===== src/verilog/scc_pkg.sv =====
// package: constants, types and field layout of the serial calendar clock port
package scc_pkg;

  // command word layout (lsb is the direction bit)
  localparam int CMD_BITS = 4;
  localparam logic [2:0] SEL_CTRL = 3'h0;
  localparam logic [2:0] SEL_YEAR = 3'h1;
  localparam logic [2:0] SEL_MONTH = 3'h2;
  localparam logic [2:0] SEL_DATE = 3'h3;
  localparam logic [2:0] SEL_WEEKDAY = 3'h4;
  localparam logic [2:0] SEL_HOUR = 3'h5;
  localparam logic [2:0] SEL_MINUTE = 3'h6;
  localparam logic [2:0] SEL_SECOND = 3'h7;
  localparam int WEEKDAY_BITS = 4;
  localparam int FIELD_BITS = 8;

  // field masks for unused high bits
  localparam logic [7:0] MASK_SEC = 8'h7f;
  localparam logic [7:0] MASK_MIN = 8'h7f;
  localparam logic [7:0] MASK_HOUR = 8'h3f;
  localparam logic [7:0] MASK_DATE = 8'h3f;
  localparam logic [7:0] MASK_MONTH = 8'h1f;
  localparam logic [7:0] MASK_YEAR = 8'hff;
  localparam logic [2:0] MASK_WDAY = 3'h7;

  // reset values of the calendar
  localparam logic [7:0] RST_SEC = 8'h00;
  localparam logic [7:0] RST_MIN = 8'h00;
  localparam logic [7:0] RST_HOUR = 8'h00;
  localparam logic [2:0] RST_WDAY = 3'h1;
  localparam logic [7:0] RST_DATE = 8'h01;
  localparam logic [7:0] RST_MONTH = 8'h01;
  localparam logic [7:0] RST_YEAR = 8'h00;
  localparam logic [7:0] RST_CTRL = 8'h00;

  // rollover limits in bcd
  localparam logic [7:0] MAX_SEC = 8'h59;
  localparam logic [7:0] MAX_HOUR = 8'h23;
  localparam logic [2:0] MAX_WDAY = 3'h7;
  localparam logic [7:0] MAX_MONTH = 8'h12;
  localparam logic [7:0] MAX_YEAR = 8'h99;
  localparam logic [7:0] FEB = 8'h02;

  // oscillator timebase
  localparam int OSC_HZ = 32768;
  localparam int CORE_HZ = 40000000;
  localparam int OSC_PER_SEC = OSC_HZ;
  localparam int PRE_W = 15;
  localparam int CTRL_OSCILLATOR_OUTPUT_PIN_BIT = 7;

  typedef struct packed {
    logic [7:0] sec;
    logic [7:0] min;
    logic [7:0] hour;
    logic [2:0] wday;
    logic [7:0] date;
    logic [7:0] month;
    logic [7:0] year;
  } scc_time_s;

  typedef struct packed {
    logic load;
    logic [2:0] sel;
    logic [7:0] data;
  } scc_wr_s;

endpackage


===== src/verilog/scc_bcd_digit.sv =====
// bcd two-digit counter with programmable top value and restart value
`timescale 1ns/1ps
module scc_bcd_digit (
  input wire logic [7:0] value,
  input wire logic [7:0] top,
  input wire logic [7:0] first,
  output logic [7:0] next,
  output logic wrap
);
  always_comb begin
    next = value;
    wrap = 1'b0;
    if (value >= top) begin
      next = first;
      wrap = 1'b1;
    end else if (value[3:0] >= 4'h9) begin
      next = {value[7:4] + 4'h1, 4'h0};
    end else begin
      next = {value[7:4], value[3:0] + 4'h1};
    end
  end
endmodule


===== src/verilog/scc_clock_port.sv =====
// serial calendar clock: three-wire port, prescaler and bcd calendar
`timescale 1ns/1ps
// Summary of operation
// (RL1) seconds, minutes 7-bit bcd 0-59; hours 6-bit bcd 0-23; high bits zero
// (RL2) day of month 6-bit bcd 1-31, upper two bits zero
// (RL3) month 5-bit bcd 1-12, upper three bits zero
// (RL4) year full 8-bit bcd 0-99
// (RL5) weekday 3 bits 1-7, fourth bit is the low-supply flag
// (RL6) low-supply flag reads 1 when supply is low, else 0
// (RL7) host writes only valid in-range calendar values
// (RL8) transfers only with chip enable high; data sampled on serial clock rise
// (RL9) first four bits are the command; direction bit 1 means write
// (RL10) write mode halts counting and clears prescaler, except control command
// (RL11) long write frame: first 4 bits command, last 8 or 4 bits data
// (RL12) command and data travel least significant bit first
// (RL13) prescaler restarts when chip enable falls after a write
// (RL14) direction bit 0 selects read; all-zero command is invalid
// (RL15) first serial clock fall after read command turns data pin to output
// (RL16) read sends 8 field bits, or 4 for weekday; later bits invalid
// (RL17) chip enable fall returns data pin to input
// (RL18) reads return live values, no snapshot
// (RL19) chip enable low: data pin released, serial clock ignored
// (RL20) host keeps serial clock low while chip enable changes
// (RL21) select 1..7 picks year..second; select 0 write sets control byte
// (RL22) month lengths and leap years handled automatically
// (RL23) prescaler makes one-second tick; carries ripple up to year
module scc_clock_port (
  input wire logic core_clk,
  input wire logic resetn,
  input wire logic clkEn,
  input wire logic oscTick,
  input wire logic lowSupply,
  input wire logic chipEnable,
  input wire logic serialClk,
  input wire logic dataIn,
  output logic dataOut,
  output logic dataOe,
  output logic oscillatorOutputPin,
  output logic oscillatorOutputOe,
  output logic [6:0] testBits,
  output scc_pkg::scc_time_s timeNow
);
  import scc_pkg::*;

  ////////////////////////////////////////////////////////////////////////////
  // pin synchronisers and edge detect
  logic [2:0] ceSync_q, ceSync_d;
  logic [2:0] sckSync_q, sckSync_d;
  logic [1:0] dinSync_q, dinSync_d;
  logic [2:0] oscSync_q, oscSync_d;
  logic [1:0] lowSync_q, lowSync_d;
  logic ceHigh, ceFall, sckRise, sckFall, oscRise, dataBit;

  always_comb begin
    ceSync_d = {ceSync_q[1:0], chipEnable};
    sckSync_d = {sckSync_q[1:0], serialClk};
    dinSync_d = {dinSync_q[0], dataIn};
    oscSync_d = {oscSync_q[1:0], oscTick};
    lowSync_d = {lowSync_q[0], lowSupply};
    ceHigh = ceSync_q[1];
    ceFall = ceSync_q[2] & ~ceSync_q[1];
    sckRise = ceHigh & ~sckSync_q[2] & sckSync_q[1]; // see (RL8) (RL19)
    sckFall = ceHigh & sckSync_q[2] & ~sckSync_q[1];
    oscRise = ~oscSync_q[2] & oscSync_q[1];
    dataBit = dinSync_q[1];
  end

  always_ff @(posedge core_clk or negedge resetn) begin
    if (!resetn) begin
      ceSync_q <= 3'h0;
      sckSync_q <= 3'h0;
      dinSync_q <= 2'h0;
      oscSync_q <= 3'h0;
      lowSync_q <= 2'h0;
    end else if (clkEn) begin
      ceSync_q <= ceSync_d;
      sckSync_q <= sckSync_d;
      dinSync_q <= dinSync_d;
      oscSync_q <= oscSync_d;
      lowSync_q <= lowSync_d;
    end
  end

  ////////////////////////////////////////////////////////////////////////////
  // serial frame engine
  typedef enum logic [1:0] {S_IDLE, S_CMD, S_WRITE, S_READ} scc_state_e;
  scc_state_e st_q, st_d;
  logic [2:0] cmdCnt_q, cmdCnt_d;
  logic [3:0] cmd_q, cmd_d;
  logic [7:0] shift_q, shift_d;
  logic [7:0] rdShift_q, rdShift_d;
  logic [3:0] rdCnt_q, rdCnt_d;
  logic [3:0] wrCnt_q, wrCnt_d;
  logic oe_q, oe_d;
  logic dout_q, dout_d;
  logic rdArmed_q, rdArmed_d;
  logic halt_q, halt_d;
  logic [7:0] fieldRead;
  logic [3:0] cmdNew;
  scc_wr_s wr;
  scc_time_s tm_q;

  always_comb begin
    unique case (cmd_q[3:1])
      SEL_YEAR: fieldRead = tm_q.year & MASK_YEAR;
      SEL_MONTH: fieldRead = tm_q.month & MASK_MONTH;
      SEL_DATE: fieldRead = tm_q.date & MASK_DATE;
      SEL_WEEKDAY: fieldRead = {4'h0, lowSync_q[1], tm_q.wday & MASK_WDAY}; // see (RL5) (RL6)
      SEL_HOUR: fieldRead = tm_q.hour & MASK_HOUR;
      SEL_MINUTE: fieldRead = tm_q.min & MASK_MIN;
      SEL_SECOND: fieldRead = tm_q.sec & MASK_SEC;
      SEL_CTRL: fieldRead = 8'h00;
    endcase
  end

  always_comb begin
    st_d = st_q;
    cmdCnt_d = cmdCnt_q;
    cmd_d = cmd_q;
    shift_d = shift_q;
    rdShift_d = rdShift_q;
    rdCnt_d = rdCnt_q;
    wrCnt_d = wrCnt_q;
    oe_d = oe_q;
    dout_d = dout_q;
    rdArmed_d = rdArmed_q;
    halt_d = halt_q;
    wr = '{load: 1'b0, sel: cmd_q[3:1], data: shift_q};
    // lsb arrives first, so it ends at bit 0 after the shifts; see (RL12)
    cmdNew = {dataBit, cmd_q[3:1]};
    if (ceFall) begin
      if (st_q == S_WRITE && wrCnt_q != 4'h0) begin // see (RL13) (RL17) (RL19)
        wr.load = 1'b1;
        // weekday keeps the last 4 bits, which sit in the top nibble; see (RL11)
        if (cmd_q[3:1] == SEL_WEEKDAY) begin
          wr.data = {4'h0, shift_q[7:4]};
        end
      end
      st_d = S_IDLE;
      oe_d = 1'b0;
      dout_d = 1'b0;
      halt_d = 1'b0;
      rdArmed_d = 1'b0;
    end else if (!ceHigh) begin
      st_d = S_IDLE;
      oe_d = 1'b0;
    end else begin
      unique case (st_q)
        S_IDLE: begin
          st_d = S_CMD;
          cmdCnt_d = 3'h0;
          wrCnt_d = 4'h0;
          rdCnt_d = 4'h0;
          if (sckRise) begin
            cmd_d = cmdNew;
            cmdCnt_d = 3'h1;
          end
        end
        S_CMD: begin
          if (sckRise) begin
            cmd_d = cmdNew; // see (RL8) (RL9)
            cmdCnt_d = cmdCnt_q + 3'h1;
            if (cmdCnt_q == 3'(CMD_BITS - 1)) begin
              if (cmdNew[0]) begin
                st_d = S_WRITE;
                halt_d = (cmdNew[3:1] != SEL_CTRL); // see (RL10)
              end else if (cmdNew[3:1] != SEL_CTRL) begin
                st_d = S_READ; // see (RL14)
                rdArmed_d = 1'b1;
              end else begin
                st_d = S_WRITE;
                cmd_d = 4'h0;
              end
            end
          end
        end
        S_WRITE: begin
          if (sckRise && cmd_q[0]) begin
            shift_d = {dataBit, shift_q[7:1]}; // see (RL11) (RL12)
            if (wrCnt_q != 4'hf) begin
              wrCnt_d = wrCnt_q + 4'h1;
            end
          end
        end
        S_READ: begin
          if (sckFall) begin
            if (rdArmed_q) begin
              oe_d = 1'b1; // see (RL15) (RL18)
              rdArmed_d = 1'b0;
              rdShift_d = {1'b0, fieldRead[7:1]};
              dout_d = fieldRead[0];
              rdCnt_d = 4'h1;
            end else begin
              dout_d = rdShift_q[0]; // see (RL12) (RL16)
              rdShift_d = {1'b0, rdShift_q[7:1]};
              if (rdCnt_q != 4'hf) begin
                rdCnt_d = rdCnt_q + 4'h1;
              end
            end
          end
        end
      endcase
    end
  end

  always_ff @(posedge core_clk or negedge resetn) begin
    if (!resetn) begin
      st_q <= S_IDLE;
      cmdCnt_q <= 3'h0;
      cmd_q <= 4'h0;
      shift_q <= 8'h00;
      rdShift_q <= 8'h00;
      rdCnt_q <= 4'h0;
      wrCnt_q <= 4'h0;
      oe_q <= 1'b0;
      dout_q <= 1'b0;
      rdArmed_q <= 1'b0;
      halt_q <= 1'b0;
    end else if (clkEn) begin
      st_q <= st_d;
      cmdCnt_q <= cmdCnt_d;
      cmd_q <= cmd_d;
      shift_q <= shift_d;
      rdShift_q <= rdShift_d;
      rdCnt_q <= rdCnt_d;
      wrCnt_q <= wrCnt_d;
      oe_q <= oe_d;
      dout_q <= dout_d;
      rdArmed_q <= rdArmed_d;
      halt_q <= halt_d;
    end
  end

  ////////////////////////////////////////////////////////////////////////////
  // prescaler and calendar
  logic [PRE_W-1:0] pre_q, pre_d;
  logic [7:0] ctrl_q, ctrl_d;
  logic oscillator_output_pin_q, oscillator_output_pin_d;
  scc_time_s tm_d;
  logic secTick;
  logic [7:0] monthDays;
  logic [7:0] secN, minN, hourN, dateN, monN, yearN;
  logic secW, minW, hourW, dateW, monW;
  logic leap;

  always_comb begin
    // year 00 counts as leap; see (RL22)
    leap = (tm_q.year[4] ? (tm_q.year[3:0] == 4'h2 || tm_q.year[3:0] == 4'h6)
                         : (tm_q.year[3:0] == 4'h0 || tm_q.year[3:0] == 4'h4 || tm_q.year[3:0] == 4'h8));
    unique case (tm_q.month)
      FEB: monthDays = leap ? 8'h29 : 8'h28;
      8'h04, 8'h06, 8'h09, 8'h11: monthDays = 8'h30;
      default: monthDays = 8'h31;
    endcase
  end

  scc_bcd_digit uSec (.value(tm_q.sec), .top(MAX_SEC), .first(RST_SEC), .next(secN), .wrap(secW));
  scc_bcd_digit uMin (.value(tm_q.min), .top(MAX_SEC), .first(RST_MIN), .next(minN), .wrap(minW));
  scc_bcd_digit uHour (.value(tm_q.hour), .top(MAX_HOUR), .first(RST_HOUR), .next(hourN), .wrap(hourW));
  scc_bcd_digit uDate (.value(tm_q.date), .top(monthDays), .first(RST_DATE), .next(dateN), .wrap(dateW));
  scc_bcd_digit uMon (.value(tm_q.month), .top(MAX_MONTH), .first(RST_MONTH), .next(monN), .wrap(monW));
  scc_bcd_digit uYear (.value(tm_q.year), .top(MAX_YEAR), .first(RST_YEAR), .next(yearN), .wrap());

  always_comb begin
    pre_d = pre_q;
    tm_d = tm_q;
    ctrl_d = ctrl_q;
    secTick = 1'b0;
    oscillator_output_pin_d = oscSync_q[1] & ctrl_q[CTRL_OSCILLATOR_OUTPUT_PIN_BIT];
    if (halt_q) begin
      pre_d = '0; // see (RL10)
    end else if (oscRise) begin
      pre_d = pre_q + PRE_W'(1); // see (RL23)
      secTick = (pre_q == PRE_W'(OSC_PER_SEC - 1));
    end
    if (secTick) begin
      tm_d.sec = secN;
      if (secW) begin
        tm_d.min = minN;
        if (minW) begin
          tm_d.hour = hourN;
          if (hourW) begin
            tm_d.wday = (tm_q.wday >= MAX_WDAY) ? RST_WDAY : tm_q.wday + 3'h1;
            tm_d.date = dateN;
            if (dateW) begin
              tm_d.month = monN;
              if (monW) begin
                tm_d.year = yearN;
              end
            end
          end
        end
      end
    end
    if (wr.load) begin
      // field masks keep unused bits zero; see (RL1) (RL2) (RL3) (RL4) (RL21)
      unique case (wr.sel)
        SEL_CTRL: ctrl_d = wr.data;
        SEL_YEAR: tm_d.year = wr.data & MASK_YEAR;
        SEL_MONTH: tm_d.month = wr.data & MASK_MONTH;
        SEL_DATE: tm_d.date = wr.data & MASK_DATE;
        SEL_WEEKDAY: tm_d.wday = wr.data[2:0] & MASK_WDAY;
        SEL_HOUR: tm_d.hour = wr.data & MASK_HOUR;
        SEL_MINUTE: tm_d.min = wr.data & MASK_MIN;
        SEL_SECOND: tm_d.sec = wr.data & MASK_SEC;
      endcase
    end
  end

  always_ff @(posedge core_clk or negedge resetn) begin
    if (!resetn) begin
      pre_q <= '0;
      ctrl_q <= RST_CTRL;
      oscillator_output_pin_q <= 1'b0;
      tm_q <= '{sec: RST_SEC, min: RST_MIN, hour: RST_HOUR, wday: RST_WDAY,
                date: RST_DATE, month: RST_MONTH, year: RST_YEAR};
    end else if (clkEn) begin
      pre_q <= pre_d;
      ctrl_q <= ctrl_d;
      oscillator_output_pin_q <= oscillator_output_pin_d;
      tm_q <= tm_d;
    end
  end

  ////////////////////////////////////////////////////////////////////////////
  // outputs
  always_comb begin
    dataOut = dout_q;
    dataOe = oe_q;
    oscillatorOutputPin = oscillator_output_pin_q;
    oscillatorOutputOe = ctrl_q[CTRL_OSCILLATOR_OUTPUT_PIN_BIT];
    testBits = ctrl_q[6:0];
    timeNow = tm_q;
  end
endmodule


===== config.mk =====
export PLATFORM = sky130hd
export DESIGN_NAME = scc_clock_port
export DESIGN_NICKNAME = d
export VERILOG_FILES = /design/src/verilog/scc_pkg.sv /design/src/verilog/scc_bcd_digit.sv /design/src/verilog/scc_clock_port.sv
export SDC_FILE = /design/constraint.sdc
export NUM_CORES = 1
export LEC_CHECK = 0
export BUFFER_PORTS_ARGS = -buffer_cell sky130_fd_sc_hd__buf_2
export CORE_ASPECT_RATIO = 0.75
export CORE_UTILIZATION = 31
export CTS_CLUSTER_SIZE = 24
export DETAILED_ROUTE_END_ITERATION = 12
export GPL_TIMING_DRIVEN = 0
export SYNTH_ARGS = -nofsm -noshare
export SYNTH_HDL_FRONTEND = slang
export SYNTH_SLANG_ARGS = --single-unit

===== constraint.sdc =====
create_clock -name core_clk -period 10 [get_ports core_clk]
set_input_delay 1 -clock core_clk [delete_from_list [all_inputs] [get_ports core_clk]]
set_output_delay 1 -clock core_clk [all_outputs]
set_load 0.005 [all_outputs]

==> qor.txt <==
Status: completed
Largest net degree at the start of global routing: 73
Post-CTS Setup Bufs: 0
Reg-to-reg slack, setup: 6.25 ns
Clk buf depth: 2
Nets: 958
Vias in the first global route: 6512
WL/cell: 19.7 µm
Worst vdd ir: 120 µV
Cell Pwr Density: 158 nW/µm²
Synth Flop Type: dfrtp_1
Fin. max-slew vios: 0
Post-synthesis instance area: 7660 µm²
Latest clock arrival within the worst-skew pair: 0.44 ns
Yosys top cell area share: 38.2%
Data required time of the critical path: 10.37 ns
Hold Path Sink: rdShift_q[3]
Worst relative slew slack: 10.6%
Clk pwr share: 43.8%
N_diodes: 0
Final WL: 24600 µm
Hold depth: 2
Ratio of cells with drive above 1 in the final layout: 19.0%
Switch share: 31.3%
First-pass GRT wire length: 39000 µm
Pre-antenna DRT Iters: 6
Initial Util: 31.8%
CP endpoint kind: register
Maxcap violations: 0
Skew final: 0.0126 ns
Hold Crit Start: rdShift_q[3]
IO Port Bufs: 68
Worst slew pin tran: 1.33 ns
Global route overflow: 0
Layout Cells excl Fill: 1250
CTS tree: done
Die Area: 25300 µm²
Post-synth net total: 870
Resize count post-CTS: 0
Dpl ws: 6.34 ns
Power share of the combinational group: 17.4%
Number of enable flip-flop cells after synthesis: 0
Distinct cell type count after synthesis: 90
Reg2reg path depth: 14
RSZ-0062 raised after global routing: no
Footprint of the multi-input gates: 4300 µm²
Die Y: 138 µm
Critical R2R Capture: timeNow[15]
Total GRT Usage: 20.0%
Fmax: 267 MHz
Initial antenna violation count: 0
FF/Latch Area: 3010 µm²
Synth area leaders: dfrtp_1 (38%), ha_1 (7.2%), mux2_2 (4.4%), nand2_1 (3.3%), nor2_1 (3.2%)
Classification of the worst setup path: register to register
Die Wd: 183 µm
Setup TNS: 0 ns
Clk pin slew, worst setup/hold paths: 0.06 ns
Inserted Clock Buffers: 17
DP Wirelength: 18000 µm
Slowest-stage cell, CP: dfstp_2
# rows: 49
Post-Place Cells: 1218
CP max stage delay: 0.65 ns
Commonest cells post-synth: dfrtp_1 (117), nand2_1 (67), nor2_1 (65)
Final Hold Vio Count: 0
CORE AREA: 24100 µm²
Syn Area/Cell: 9.36 µm²
Pleak: 0.00388 µW
Number of remaining DRC errors: 0
Root buffer cell: clkbuf_16
Worst EP arrival: 4.12 ns
Placer Congestion: 0.971
Post-synthesis cell count: 818
Period utilization: 37.5%
Min cycle time layout: 3.75 ns
CP Launch Type: register
Final-report setup violation count: 0
Sequential group share of total power: 38.8%
Worst path setup slack after routing: 6.25 ns
# IOs: 70
Number of H-tree levels: 4
Worst-path maximum fanout: 8
Cts-stage hold buffer count: 0
Switching power: 445 µW
Synthesis-to-layout area growth: 17.9%
1st-iter DRT viols: 966
Vias per inst: 5.68
Cells along the critical path: inv_1, ha_1, o211ai_1, a21oi_1, o21ai_0, mux2_2, ha_1, or4b_2, nand4_1, nand2_2, and4_1, buf_6, o21ai_0, o21a_1
Fraction of registers with async set/reset: 100%
Top-count cell post-synth: dfrtp_1
Reg-to-Reg Start: timeNow[8]
CTS sink count: 120
Vias after detailed routing: 7101
Post-route ant nets: 0
Post-synth top area cell: dfrtp_1
Sequential-to-total area share from yosys stat: 39.3%
Int Power: 978 µW
HP Class: register to register
Seq cells post-synth: 120
# fillers: 2448
Ys Warns: 0
cells by family after synthesis:
group	share of synthesized area (%)
buffers and inverters	4.54
XOR/XNOR	1.26
AND/OR/NAND/NOR	21.8
AO/OA/AOI/OAI	19.6
multiplexers	6.28
flip-flops	39.3
adder cells (fa/ha/maj)	7.19
sequential cells by signal, summed over array words and instances, names as in the netlist, 3 cells and up:
register   flops
timeNow       51
pre_q         15
ctrl_q         8
shift_q        8
rdShift_q      7
cmd_q          4
wrCnt_q        4
ceSync_q       3
cmdCnt_q       3
oscSync_q      3
sckSync_q      3
per-stage QoR:
step | area (µm²) | util (%) | power (µW) | hold WS, ns
floorplan | 7660 | - | 718 | 0.445
CTS | 9020 | 37.5 | 1420 | 0.486
global placement | 8410 | 34.9 | 796 | 0.462
finish | 9020 | 37.5 | 1420 | 0.481
detailed placement | 8440 | 35.0 | 802 | 0.471
global route | 9020 | 37.5 | 1480 | 0.512
worst max path at each step:
| stage | depth (start not counted) | slack, ns | to | startpoint |
|---|---|---|---|---|
| 2_1_floorplan | 14 | 6.73 | timeNow[5] | timeNow[8] |
| 6_report | 14 | 6.25 | timeNow[15] | timeNow[8] |
| 3_5_place_dp | 14 | 6.34 | timeNow[15] | timeNow[8] |
| 3_3_place_gp | 1 | 6.21 | timeNow[10] | resetn |
| 5_1_grt | 14 | 6.08 | timeNow[15] | timeNow[8] |
| 4_1_cts | 14 | 6.31 | timeNow[15] | timeNow[8] |
layer usage:
layer / global-route usage, % / share of wire [%] / up-vias / wire length (µm)
li1: - / - / 3216 / -
met1: 31.2 / 49 / 3537 / 12000
met2: 27.1 / 41 / 317 / 10100
met3: 4.66 / 8.8 / 31 / 2170
met4: 5.04 / 1.4 / 0 / 339
met5: 0 / 0 / - / 0
layout make-up:
type | instances | share of cell area [%]
multi-input combinational | 618 | 47.7
inverter | 39 | 1.62
clock inverter | 13 | 1.64
sequential | 120 | 33.3
clock buffer | 19 | 4.80
timing repair buffer | 69 | 4.15
tap | 331 | 4.59
buffer | 41 | 2.23
cell usage in the layout (no fill, tap or decap), types with 7 or more instances in the layout:
cell type	n
nor4_1	8
dfrtp_1	117
buf_2	68
o22ai_1	14
a21o_1	7
a21oi_1	41
clkbuf_16	17
mux2_2	30
inv_1	37
mux2i_1	12
ha_1	44
nor2_1	65
xor2_1	8
nand2_1	67
o21ai_0	47
nor2b_1	8
and2_1	7
nor3_1	18
o21a_1	7
and4_1	7
o2bb2ai_1	10
a211oi_1	7
clkbuf_1	33
a22o_1	17
nand3_1	36
nor3b_1	7
nand4_1	13
nand3b_1	10
critical path: cells and delay by family, from the launching register on:
family	cells	cell delay, ns
compound gates	5	0.98
simple gates	4	1.15
mux	1	0.19
flops	1	0.65
buf+inv	2	0.25
fa+ha+maj	2	0.47
power groups by stage:
stage | Clock (µW) | Combinational [µW] | Sequential, µW
2_1_floorplan | 0 | 168 | 550
3_3_place_gp | 0 | 237 | 559
3_5_place_dp | 0 | 242 | 560
4_1_cts | 625 | 243 | 551
5_1_grt | 650 | 275 | 557
6_report | 623 | 248 | 552
Note: power is estimated with default switching activity, not from simulation.
